### src/core/rls_consts.vh
`ifndef RLS_CONSTS_VH
`define RLS_CONSTS_VH
// Register address on the control bus
`define RLS_ADDR_LINE_STATE 8'h08
// Line state codes
`define RLS_CODE_ACTIVE     3'h0
`define RLS_CODE_IDLE       3'h1
`define RLS_CODE_NOSIG      3'h2
`define RLS_CODE_RSVD       3'h3
`define RLS_CODE_MASTER     3'h4
`define RLS_CODE_HALT       3'h5
`define RLS_CODE_QUIET      3'h6
`define RLS_CODE_NOISE      3'h7
// Five-bit symbols
`define RLS_SYM_IDLE        5'h1f
`define RLS_SYM_QUIET       5'h00
`define RLS_SYM_HALT        5'h04
`define RLS_SYM_J           5'h18
`define RLS_SYM_K           5'h11
// Entry thresholds
`define RLS_IDLE_PAIRS      4'h2
`define RLS_LONG_PAIRS      4'h8
`define RLS_NOISE_EVENTS    5'h10
// Register field position and reset code
`define RLS_BIT_UNKNOWN     3
`define RLS_RESET_CODE      3'h2
// Reserved upper nibble of the status image
`define RLS_RSVD_VALUE      4'h0
`endif

### src/core/rls_pair_counter.v
`timescale 1ns/1ps
`include "rls_consts.vh"
module rls_pair_counter #(
  parameter WIDTH = 4
) (
  // Clock and reset
  input  wire             mclk_i,
  input  wire             sys_rst_i,
  // Pair stream
  input  wire             pair_vld_i,
  input  wire             match_i,
  input  wire [WIDTH-1:0] limit_i,
  // Result
  output wire             reached_o
);
  reg [WIDTH-1:0] cnt_ff;
  reg [WIDTH-1:0] nxt_cnt;

  // Saturating run length of back-to-back matching pairs
  always @* begin
    nxt_cnt = cnt_ff;
    if (pair_vld_i) begin
      if (!match_i)
        nxt_cnt = {WIDTH{1'b0}};
      else if (cnt_ff != {WIDTH{1'b1}})
        nxt_cnt = cnt_ff + {{(WIDTH-1){1'b0}}, 1'b1};
    end
  end

  always @(posedge mclk_i) begin
    if (sys_rst_i)
      cnt_ff <= {WIDTH{1'b0}};
    else
      cnt_ff <= nxt_cnt;
  end

  // Threshold met on the pair that completes the run
  assign reached_o = pair_vld_i && match_i &&
                     (nxt_cnt >= limit_i);
endmodule

### src/core/rls_line_state.v
// Contract
// - Idle code after two back-to-back idle pairs.
// - No-signal code 010 when signal detect is deasserted.
// - Signal detect ignored while internal loopback is selected.
// - Stop mode defaults to 010; some patterns may set bit 0.
// - Code 011 never assigned to a defined state in normal use.
// - Master code after eight back-to-back halt-quiet pairs.
// - Halt code after eight back-to-back halt-halt pairs.
// - Quiet code after eight back-to-back quiet-quiet pairs.
// - Noise code 111 once sixteen noise events are seen.
// - Unknown flag in bit 3 until a known state is entered.
// - State code keeps last known state while unknown.
// - Reserved bits 7:4 zero from reset; writes have no effect.
// - Active code 000 after a start delimiter pair.
// - New state replaces the previous one; one state reported.
// - Reset forces the unknown state, flag reads one.
// - Bus writes ignored; only writes to address 08h raise the write reject flag.
`timescale 1ns/1ps
`include "rls_consts.vh"
module rls_line_state #(
  parameter SYM_W   = 5,
  parameter ADDR_W  = 8,
  parameter NOISE_W = 5
) (
  // Clock and reset
  input  wire              mclk_i,
  input  wire              sys_rst_i,
  // Decoded symbol pairs
  input  wire              pair_vld_i,
  input  wire [SYM_W-1:0]  sym_hi_i,
  input  wire [SYM_W-1:0]  sym_lo_i,
  input  wire              signal_detect_input_i,
  input  wire              noise_event_i,
  // Mode
  input  wire              loopback_i,
  input  wire              stop_mode_i,
  // Control bus
  input  wire              cb_sel_i,
  input  wire              cb_wr_i,
  input  wire [ADDR_W-1:0] cb_addr_i,
  output wire [7:0]        current_receive_line_state_o,
  output wire              write_reject_flag_o
);
  reg [2:0]         code_ff;
  reg               unknown_ff;
  reg [NOISE_W-1:0] noise_cnt_ff;
  reg               reject_ff;
  reg [2:0]         nxt_code;
  reg               nxt_unknown;
  reg [NOISE_W-1:0] nxt_noise_cnt;

  // Run detector slots, one per repeated pair pattern
  localparam RUN_N      = 4;
  localparam RUN_W      = 4;
  localparam RUN_IDLE   = 0;
  localparam RUN_MASTER = 1;
  localparam RUN_HALT   = 2;
  localparam RUN_QUIET  = 3;

  // Line state decisions, highest priority first
  localparam EV_STOP    = 4'h0;
  localparam EV_NOSIG   = 4'h1;
  localparam EV_NOISE   = 4'h2;
  localparam EV_ACTIVE  = 4'h3;
  localparam EV_IDLE    = 4'h4;
  localparam EV_MASTER  = 4'h5;
  localparam EV_HALT    = 4'h6;
  localparam EV_QUIET   = 4'h7;
  localparam EV_RSVD    = 4'h8;
  localparam EV_LOST    = 4'h9;
  localparam EV_HOLD    = 4'ha;

  wire [RUN_N-1:0] run_match;
  wire [RUN_N-1:0] run_hit;
  wire             idle_hit;
  wire             master_hit;
  wire             halt_hit;
  wire             quiet_hit;
  wire             any_run_hit;
  wire             sig_ok;
  wire             jk_pair;
  wire             other_pair;
  wire             lost_pair;
  wire             rsvd_left;
  wire             noise_hit;
  wire [3:0]       event_sel;

  // Pair matcher shared by all pair detectors
  function pair_is;
    input [SYM_W-1:0] hi;
    input [SYM_W-1:0] lo;
    input [SYM_W-1:0] want_hi;
    input [SYM_W-1:0] want_lo;
    begin
      pair_is = (hi == want_hi) && (lo == want_lo);
    end
  endfunction

  // First symbol expected by each run slot
  function [SYM_W-1:0] run_hi;
    input integer slot;
    begin
      case (slot)
        RUN_IDLE:   run_hi = `RLS_SYM_IDLE;
        RUN_MASTER: run_hi = `RLS_SYM_HALT;
        RUN_HALT:   run_hi = `RLS_SYM_HALT;
        RUN_QUIET:  run_hi = `RLS_SYM_QUIET;
        default:    run_hi = `RLS_SYM_IDLE;
      endcase
    end
  endfunction

  // Second symbol expected by each run slot
  function [SYM_W-1:0] run_lo;
    input integer slot;
    begin
      case (slot)
        RUN_IDLE:   run_lo = `RLS_SYM_IDLE;
        RUN_MASTER: run_lo = `RLS_SYM_QUIET;
        RUN_HALT:   run_lo = `RLS_SYM_HALT;
        RUN_QUIET:  run_lo = `RLS_SYM_QUIET;
        default:    run_lo = `RLS_SYM_IDLE;
      endcase
    end
  endfunction

  // Pairs needed before each run slot reports its state
  function [RUN_W-1:0] run_limit;
    input integer slot;
    begin
      case (slot)
        RUN_IDLE:   run_limit = `RLS_IDLE_PAIRS;
        RUN_MASTER: run_limit = `RLS_LONG_PAIRS;
        RUN_HALT:   run_limit = `RLS_LONG_PAIRS;
        RUN_QUIET:  run_limit = `RLS_LONG_PAIRS;
        default:    run_limit = `RLS_LONG_PAIRS;
      endcase
    end
  endfunction

  // Priority encoder over every condition that can move the state
  function [3:0] pick_event;
    input stop;
    input sig;
    input noise;
    input jk;
    input idle;
    input master;
    input halt;
    input quiet;
    input rsvd;
    input lost;
    begin
      if (stop)
        pick_event = EV_STOP;
      else if (!sig)
        pick_event = EV_NOSIG;
      else if (noise)
        pick_event = EV_NOISE;
      else if (jk)
        pick_event = EV_ACTIVE;
      else if (idle)
        pick_event = EV_IDLE;
      else if (master)
        pick_event = EV_MASTER;
      else if (halt)
        pick_event = EV_HALT;
      else if (quiet)
        pick_event = EV_QUIET;
      else if (rsvd)
        pick_event = EV_RSVD;
      else if (lost)
        pick_event = EV_LOST;
      else
        pick_event = EV_HOLD;
    end
  endfunction

  // Run-length counters, one per repeated pair pattern
  genvar gi;
  generate
    for (gi = 0; gi < RUN_N; gi = gi + 1) begin : g_run
      assign run_match[gi] = pair_is(sym_hi_i, sym_lo_i,
                                     run_hi(gi), run_lo(gi));

      rls_pair_counter #(
        .WIDTH      (RUN_W)
      ) u_run (
        .mclk_i     (mclk_i),
        .sys_rst_i  (sys_rst_i),
        .pair_vld_i (pair_vld_i),
        .match_i    (run_match[gi]),
        .limit_i    (run_limit(gi)),
        .reached_o  (run_hit[gi])
      );
    end
  endgenerate

  // Named views of the run detectors
  assign idle_hit    = run_hit[RUN_IDLE];
  assign master_hit  = run_hit[RUN_MASTER];
  assign halt_hit    = run_hit[RUN_HALT];
  assign quiet_hit   = run_hit[RUN_QUIET];
  assign any_run_hit = |run_hit;

  // Start delimiter and pairs that break any known run
  assign jk_pair = pair_vld_i &&
                   pair_is(sym_hi_i, sym_lo_i,
                           `RLS_SYM_J, `RLS_SYM_K);
  assign other_pair = pair_vld_i && !jk_pair && !(|run_match);

  // Data after a start delimiter is not a lost line state
  assign lost_pair = other_pair &&
                     (code_ff != `RLS_CODE_ACTIVE);

  // Stop mode leftover must not linger in normal operation
  assign rsvd_left = (code_ff == `RLS_CODE_RSVD);

  // Loopback masks signal detect
  assign sig_ok = loopback_i || signal_detect_input_i;

  // Sixteenth event; compare avoids wrap of a saturated count
  assign noise_hit = noise_event_i &&
      (noise_cnt_ff >= (`RLS_NOISE_EVENTS - 5'h01));

  // Noise event accumulator, cleared on lost signal, a start delimiter or a run hit
  always @* begin
    nxt_noise_cnt = noise_cnt_ff;
    if (!sig_ok || jk_pair || any_run_hit)
      nxt_noise_cnt = {NOISE_W{1'b0}};
    else if (noise_event_i && noise_cnt_ff != {NOISE_W{1'b1}})
      nxt_noise_cnt = noise_cnt_ff + {{(NOISE_W-1){1'b0}}, 1'b1};
  end

  // One decision per cycle
  assign event_sel = pick_event(stop_mode_i, sig_ok, noise_hit, jk_pair,
                                idle_hit, master_hit, halt_hit,
                                quiet_hit, rsvd_left, lost_pair);

  // Line state decision: code and flag chosen per event; EV_LOST keeps the code, EV_RSVD keeps the flag
  always @* begin
    nxt_code    = code_ff;
    nxt_unknown = unknown_ff;
    case (event_sel)
      EV_STOP: begin
        // Bit 0 may follow incoming patterns in stop mode
        nxt_code    = `RLS_CODE_NOSIG | {2'b00, jk_pair};
        nxt_unknown = 1'b0;
      end
      EV_NOSIG: begin
        nxt_code    = `RLS_CODE_NOSIG;
        nxt_unknown = 1'b0;
      end
      EV_NOISE: begin
        nxt_code    = `RLS_CODE_NOISE;
        nxt_unknown = 1'b0;
      end
      EV_ACTIVE: begin
        nxt_code    = `RLS_CODE_ACTIVE;
        nxt_unknown = 1'b0;
      end
      EV_IDLE: begin
        nxt_code    = `RLS_CODE_IDLE;
        nxt_unknown = 1'b0;
      end
      EV_MASTER: begin
        nxt_code    = `RLS_CODE_MASTER;
        nxt_unknown = 1'b0;
      end
      EV_HALT: begin
        nxt_code    = `RLS_CODE_HALT;
        nxt_unknown = 1'b0;
      end
      EV_QUIET: begin
        nxt_code    = `RLS_CODE_QUIET;
        nxt_unknown = 1'b0;
      end
      EV_RSVD: begin
        // Fall back to the no-signal default once stop mode ends
        nxt_code    = `RLS_CODE_NOSIG;
        nxt_unknown = unknown_ff;
      end
      EV_LOST: begin
        // Leave the known state, keep its code
        nxt_code    = code_ff;
        nxt_unknown = 1'b1;
      end
      default: begin
        nxt_code    = code_ff;
        nxt_unknown = unknown_ff;
      end
    endcase
  end

  // State register: code and flag in one edge
  always @(posedge mclk_i) begin
    if (sys_rst_i) begin
      code_ff      <= `RLS_RESET_CODE;
      unknown_ff   <= 1'b1;
      noise_cnt_ff <= {NOISE_W{1'b0}};
    end else begin
      code_ff      <= nxt_code;
      unknown_ff   <= nxt_unknown;
      noise_cnt_ff <= nxt_noise_cnt;
    end
  end

  // Write reject: writes never reach the state register
  always @(posedge mclk_i) begin
    if (sys_rst_i)
      reject_ff <= 1'b0;
    else
      reject_ff <= cb_sel_i && cb_wr_i &&
                   (cb_addr_i == `RLS_ADDR_LINE_STATE);
  end

  // Reserved bits fixed at zero
  assign current_receive_line_state_o =
      {`RLS_RSVD_VALUE, unknown_ff, code_ff};
  assign write_reject_flag_o = reject_ff;
endmodule

### config.mk
export PLATFORM = sky130hd
export DESIGN_NAME = rls_line_state
export DESIGN_NICKNAME = d
export VERILOG_FILES = /design/src/core/rls_pair_counter.v /design/src/core/rls_line_state.v
export VERILOG_INCLUDE_DIRS = /design/src /design/src/core
export SDC_FILE = /design/constraint.sdc
export NUM_CORES = 1
export LEC_CHECK = 0
export BUFFER_PORTS_ARGS = -buffer_cell sky130_fd_sc_hd__buf_2
export CAP_MARGIN = 20
export CORE_MARGIN = 4
export CORE_UTILIZATION = 35
export DETAILED_ROUTE_END_ITERATION = 8
export HOLD_SLACK_MARGIN = 0.1
export PLACE_DENSITY_LB_ADDON = 0.1
export RECOVER_POWER = 100
export SYNTH_ARGS = -nofsm -noshare
export SYNTH_HDL_FRONTEND = slang
export SYNTH_HIERARCHICAL = 1
export SYNTH_SLANG_ARGS = --single-unit
### constraint.sdc
create_clock -name mclk_i -period 8.3 [get_ports mclk_i]
set_input_delay 1.66 -clock mclk_i [delete_from_list [all_inputs] [get_ports mclk_i]]
set_output_delay 1.66 -clock mclk_i [all_outputs]
set_load 0.05 [all_outputs]
==> qor.txt, run 1 <==
First-pass GRT wire length = 8.749 mm
Internal = 185.7 uW
Most numerous cell in the Yosys netlist = nor2_1
F_max = 0.1889 GHz
R2R setup slack = 4.88 ns
Clock buffer depth = 2
Die X-Extent = 87.91 um
Worst Path Max Fanout = 5
Critical Path End Type = register
DRT Wirelength = 5.003 mm
Async set-or-reset flop fraction in the synthesized netlist = 0%
Vias in the first global route = 1,926
Final nets = 371
Fin crit share = 63.76%
Final Setup Violations = 0
Ys flop type = dfxtp_1
Critical Path Max Stage Delay = 0.65 ns
Startpoint Class = primary input
Gp weighted congestion = 0.7858
Most frequent cells after synthesis = 46 x nor2_1, 26 x dfxtp_1, 23 x ha_1, 18 x inv_1, 13 x nand4_1
Synthesized instance count = 273
Largest area contributor in the netlist = dfxtp_1
FF-to-FF Start = g_run[3].u_run/cnt_ff[0]
Crit path from = sym_hi_i[1]
Yosys reg bits = 26
Num CTS Buffers = 3
Number of synthesized flops with an enable pin = 0
Switching share of power = 29.67%
Post-synthesis sequential area ratio = 23.29%
Largest net degree at the start of global routing = 31
Status = finished, final reports clean
Initial detailed-routing violation count = 70
Final ANT Viol Nets = 0
Share of layout cells above drive strength 1 = 15.94%
Layout area overhead = 13.38%
Clock sink count = 26
Tmin final = 5.292 ns
Comb power frac = 18.0%
Rel. slew slack = 16.82%
Diodes inserted = 0
Total power = 264.0 uW
Clk_lat worst skew = 0.28 ns
Die Ht = 87.91 um
R2R Path End = code_ff[0]
Tot GR Track Use = 14.02%
Critical Path, Cell by Cell = clkbuf_1 > or4_1 > nor3_1 > nand2_1 > nor2_1 > a22o_1 > ha_1 > o21ai_0 > a21oi_1 > o31a_1 > nor2_1 > nand2_1 > nor4_1 > o41ai_1 > a211oi_1
Top cells by area, synth = dfxtp_1 23%, ha_1 13%, nor2_1 7.7%
Root buf cell = clkbuf_8
Leak Pwr = 0.001116 uW
Critical path class = in -> reg
Worst-margin pin slew = 1.248 ns
Core area = 6061 um2
Cell row count = 28
Final setup TNS = 0 ns
Dpl hpwl = 3.925 mm
Final Max Slew Viols = 0
Post-CTS setup repair buffer count = 0
Cell variety after synth = 53
Initial antenna violation count = 0
CTS resizes = 0
# DRC = 0
Slowest stage cell on the critical path = nor4_1
Endpoints failing hold = 0
Sequential Power Share = 48.9%
H-tree depth = 1
GRT overflow = 0
Switch Pwr = 78.34 uW
Fillers = 654
Unrepaired setup endpoints after global routing = false
Top cell type's share of synthesized area = 23.29%
Initial Utilization = 36.87%
Min-delay worst type = reg -> reg
Syn Area/Cell = 8.186 um2
Clock-pin slew on the worst setup and hold paths = 0.11 ns
Buf+Inv Stages, Crit Path = 1
Ports = 36
Mapped Area = 2235 um2
Synth warn = 6
Stages on the worst setup path = 15
Vias/cell = 5.056
Post-Route Utilization = 41.80%
Worst Skew = 0.01278 ns
Clock share of power = 33.0%
Max_cap viols = 0
Max VDD drop = 0.05891 mV
R2R cell count = 13
Pre-antenna DRT Iters = 4
CP Capture Point = code_ff[0]
Worst EP arrival = 5.49 ns
CTS tree = built
Hold_buf cts = 0
WP data required = 8.50 ns
Family with the most delay on the worst path = simple AND/OR/NAND/NOR gates
I/O Buffers = 31
Via count = 1,997
PD cells = 104.2 nW/um2
Hold slack = 0.5025 ns
Die ar. = 7727 um2
Routed wire per std cell = 12.67 um
## metal layers
metal	wire, um	global-route usage, %
met5	0	0
met4	50	3.487
met2	2310	23.42
met1	2483	18.69
met3	158	2.446
## worst min-delay path by stage
stage	to	cells past startpoint	from	slack, ns
global route	g_run[2].u_run/cnt_ff[1]	1	g_run[2].u_run/cnt_ff[1]	0.58
finish	unknown_ff	2	unknown_ff	0.50
floorplan	unknown_ff	2	unknown_ff	0.43
global placement	unknown_ff	2	unknown_ff	0.49
detailed placement	unknown_ff	2	unknown_ff	0.46
CTS	unknown_ff	2	unknown_ff	0.50
## cells by family (layout without fill, tap and decap cells)
kind of cell	Yosys count	count (layout)	share of synthesized area (%)
adders and majority gates	23	23	12.88
AOI/OAI and AO/OA	55	55	18.81
DFF	26	26	23.29
and+or+nand+nor	133	133	35.78
buffers and inverters	25	54	5.095
other	2	20	0.3361
muxes	5	5	2.240
xor gates and xnor gates	4	4	1.568
## worst min-delay path, stage by stage, from the launching register on
cell,delay (ns)
dfxtp_1,0.34
a21oi_1,0.07
o31ai_1,0.06
## final cells by class
type                       count  area (um2)  share of cell area [%]
tap                           75       93.84                   3.704
sequential                    26       520.5                   20.54
inverter                      18       67.56                   2.667
clock buffer                   4       55.05                   2.173
timing repair buffer          32       153.9                   6.074
multi-input combinational    240        1643                   64.84
## sequential cells by signal, summed over array words and instances (netlist names)
signal,flops
unknown_ff,1
code_ff,3
g_run.u_run/cnt_ff,16
noise_cnt_ff,5
write_reject_flag_o,1
## power groups by stage
stage               logic [uW]  registers, uW  clock network, uW
floorplan                 31.7            134                  0
global placement          48.1            132                  0
detailed placement        48.4            132                  0
CTS                       48.7            129               91.7
global route              54.2            130               95.8
finish                    47.6            129               87.2
## stage by stage
stage          cell area [um2]  setup WS (ns)  std cells
6_report                  2534          3.008        395
5_1_grt                   2534          2.541        395
4_1_cts                   2567          3.251        395
3_5_place_dp              2512          2.974        391
3_3_place_gp              2512          3.018        391
2_1_floorplan             2302          3.468        291
## layout by cell type (no fill, tap or decap), types with 6 or more instances in the layout
cell,n
nand4_1,13
nand2_1,9
o21ai_0,7
a21oi_1,10
buf_2,24
conb_1,20
nor3_1,12
ha_1,23
inv_1,18
nor2_1,46
nor4_1,6
dfxtp_1,26
nor2b_1,6
a21boi_0,7
clkbuf_1,7
No activity file was read; power rests on OpenSTA's default activity.
==> run 2: changes to the inputs <==
--- a/config.mk
+++ b/config.mk
@@ -6,6 +6,7 @@
 export SDC_FILE = /design/constraint.sdc
 export NUM_CORES = 1
 export LEC_CHECK = 0
+export ABC_AREA = 1
 export BUFFER_PORTS_ARGS = -buffer_cell sky130_fd_sc_hd__buf_2
 export CAP_MARGIN = 20
 export CORE_MARGIN = 4
==> constraint.sdc (replaced) <==
create_clock -name mclk_i -period 5.4 [get_ports mclk_i]
set_input_delay 1.08 -clock mclk_i [delete_from_list [all_inputs] [get_ports mclk_i]]
set_output_delay 1.08 -clock mclk_i [all_outputs]
set_load 0.05 [all_outputs]
==> run 2 against run 1 <==
Sequential cell count is the same; register-to-register slack lost 2.5 ns; clock skew shrank 0.0057 ns; sequential share of layout area shrank 1.5 points; via count grew 15%; global-route usage shrank 1.6 points; first-iteration DRC count shrank 40%; clock power grew 94%; non-clock buffer count shrank 1; synthesized area grew 8.0%; worst hold slack lost 0.013 ns.
==> qor.txt, run 2 <==
Clock sink count = 26
Die ar. = 8285 um2
Ys flop type = dfxtp_1
Endpoints failing hold = 0
Leak Pwr = 0.001519 uW
Syn Area/Cell = 6.348 um2
Slowest stage cell on the critical path = a21oi_1
Most numerous cell in the Yosys netlist = nand2_1
Via count = 2,302
Fillers = 715
Share of layout cells above drive strength 1 = 16.36%
Vias in the first global route = 2,093
DRT Wirelength = 5.102 mm
Largest register FFs = 16
H-tree depth = 1
# DRC = 0
Top Registers = g_run.u_run/cnt_ff (16), noise_cnt_ff (5), code_ff (3)
Number of synthesized flops with an enable pin = 0
Most frequent cells after synthesis = 89 x nand2_1, 72 x inv_1, 28 x nand3_1, 27 x nor2_1, 26 x dfxtp_1
Pre-antenna DRT Iters = 4
R2R cell count = 20
Core area = 6531 um2
Initial antenna violation count = 0
Diodes inserted = 0
Buf+Inv Stages, Crit Path = 6
Stages on the worst setup path = 24
CTS resizes = 0
Top cell type's share of synthesized area = 21.58%
Root buf cell = clkbuf_8
Die Ht = 91.02 um
I/O Buffers = 31
Initial Utilization = 36.93%
Dpl hpwl = 4.241 mm
Top cells by area, synth = dfxtp_1 22%, nand2_1 14%, ha_1 12%
Max_cap viols = 0
Total power = 444.1 uW
Post-Synth Simple-Gate Area = 40.09%
Max VDD drop = 0.1147 mV
CP Capture Point = code_ff[1]
R2R setup slack = 2.42 ns
Family with the most delay on the worst path = simple AND/OR/NAND/NOR gates
Ports = 36
Most common cell after layout, fill and taps aside = nand2_1
Most frequent cells in the layout = 89 x nand2_1, 76 x inv_1, 29 x nor2_1, 29 x nand3_1, 26 x dfxtp_1
Rel. slew slack = 60.03%
Clock buffer depth = 2
Hold_buf cts = 0
Final Setup Violations = 0
Critical Path Max Stage Delay = 0.29 ns
Worst EP arrival = 3.87 ns
CP most frequent cell = nand2_1
Critical path class = in -> reg
Synth Area in Compound Gates = 10.01%
Crit path from = sym_lo_i[0]
Synth warn = 6
Cell variety after synth = 31
Num CTS Buffers = 3
Min-delay worst type = reg -> reg
Cell row count = 29
Largest area contributor in the netlist = dfxtp_1
FF-to-FF Start = g_run[0].u_run/cnt_ff[0]
Mux cell area share after synthesis = 0%
R2R Path End = code_ff[1]
Fin crit share = 68.42%
Final setup TNS = 0 ns
First-pass GRT wire length = 8.735 mm
Initial detailed-routing violation count = 42
Unrepaired setup endpoints after global routing = false
Tot GR Track Use = 12.41%
Synth Area in XOR/XNOR = 1.089%
Critical Path End Type = register
Post-synthesis sequential area ratio = 21.58%
Critical Path, Cell by Cell = clkbuf_1 > nor2_1 > nand2_1 > nor2_4 > nand2_1 > inv_1 > nand2_1 > inv_1 > nand3_1 > nand2_1 > ha_1 > inv_1 > nor2_1 > o21ai_0 > nand3_1 > nand2_1 > inv_1 > nor2_1 > nand2_2 > a21oi_1 > clkinv_1 > nand3_1 > nand2_1 > nand3b_1
GRT overflow = 0
Worst-margin pin slew = 0.6022 ns
Routed wire per std cell = 10.10 um
F_max = 0.2707 GHz
Layout area overhead = 13.38%
Final ANT Viol Nets = 0
Final Max Slew Viols = 0
Synthesized instance count = 380
WP data required = 5.57 ns
Clk_lat worst skew = 0.28 ns
Adder-cell area share of the yosys netlist = 11.93%
Vias/cell = 4.558
Post-CTS setup repair buffer count = 0
Async set-or-reset flop fraction in the synthesized netlist = 0%
Tmin final = 3.694 ns
CTS tree = built
Top reg by flops = g_run.u_run/cnt_ff
Worst Path Max Fanout = 4
Worst Skew = 0.007043 ns
Mapped Area = 2412 um2
Die X-Extent = 91.02 um
Gp weighted congestion = 0.8364
Largest net degree at the start of global routing = 20
Yosys reg bits = 26
PD cells = 162.4 nW/um2
Clock-pin slew on the worst setup and hold paths = 0.11 ns
Status = finished, final reports clean
Largest family of logic cells by synthesized area = simple AND/OR/NAND/NOR gates
Final nets = 479
Startpoint Class = primary input
run 2: cell count changes in the layout (fill, tap and decap cells not counted), sizes merged, moves of 6 or more:
cell	delta
nand4	-6
a21oi	+14
nand2b	-6
nand2	+90
inv	+62
and3	-6
nor2b	-6
nor3	-16
a21boi	-8
nand3	+38
nor2	-8
run 2: worst min-delay path by stage:
stage,start,endpoint,cells after the start,slack (ns)
after floorplan,unknown_ff,unknown_ff,2,0.44
after global placement,unknown_ff,unknown_ff,2,0.47
after detailed placement,unknown_ff,unknown_ff,2,0.46
after CTS,noise_cnt_ff[4],noise_cnt_ff[4],2,0.49
after global routing,unknown_ff,unknown_ff,2,0.51
final,unknown_ff,unknown_ff,2,0.49
run 2: layout make-up:
type	count	area (um2)	share of cell area, %
inverter	85	324.1	11.85
clock inverter	1	30.03	1.098
multi-input combinational	282	1577	57.64
tap	77	96.34	3.522
sequential	26	520.5	19.03
timing repair buffer	31	146.4	5.352
clock buffer	3	41.29	1.510
run 2: report_power, final:
part           internal (uW)  switching, uW  total (uW)
Clock                   99.3           69.4         169
Sequential               195           2.91         198
Combinational           24.4           53.5        77.9
Total                    318            126         444
run 2: per-stage QoR:
stage / instances / worst slack (ns) / area, um2 / utilization (%) / hold slack [ns]
after floorplan: 398 / 2.158 / 2480 / - / 0.4353
after global placement: 501 / 1.715 / 2694 / 41.25 / 0.4688
after detailed placement: 501 / 1.701 / 2694 / 41.25 / 0.4607
after CTS: 505 / 1.991 / 2765 / 42.34 / 0.4936
after global routing: 505 / 1.297 / 2735 / 41.88 / 0.5142
final: 505 / 1.706 / 2735 / 41.88 / 0.4892
run 2: logic make-up after synthesis:
kind of cell | after synthesis
DFF | 26
other | 2
and+or+nand+nor | 194
adders and majority gates | 23
buffers and inverters | 90
AOI/OAI and AO/OA | 42
xor gates and xnor gates | 3
run 2: metal layers:
metal  vias to the layer above  wire length, um  global-route usage, %
met5                         -                0                      0
met4                         0               46                  3.015
met3                         4              205                  2.397
met2                        26             2460                  21.95
met1                      1012             2390                  15.47
li1                       1260                -                      -
run 2: worst register-to-register path: stages (launching register included):
cell	delay [ns]
dfxtp_1	0.41
ha_1	0.25
nand3_2	0.11
clkinv_2	0.08
nand2_1	0.05
nand3_1	0.08
nand2_1	0.07
ha_1	0.28
inv_1	0.06
nor2_1	0.03
o21ai_0	0.13
nand3_1	0.09
nand2_1	0.08
inv_1	0.07
nor2_1	0.21
nand2_2	0.07
a21oi_1	0.29
clkinv_1	0.22
nand3_1	0.12
nand2_1	0.05
nand3b_1	0.14
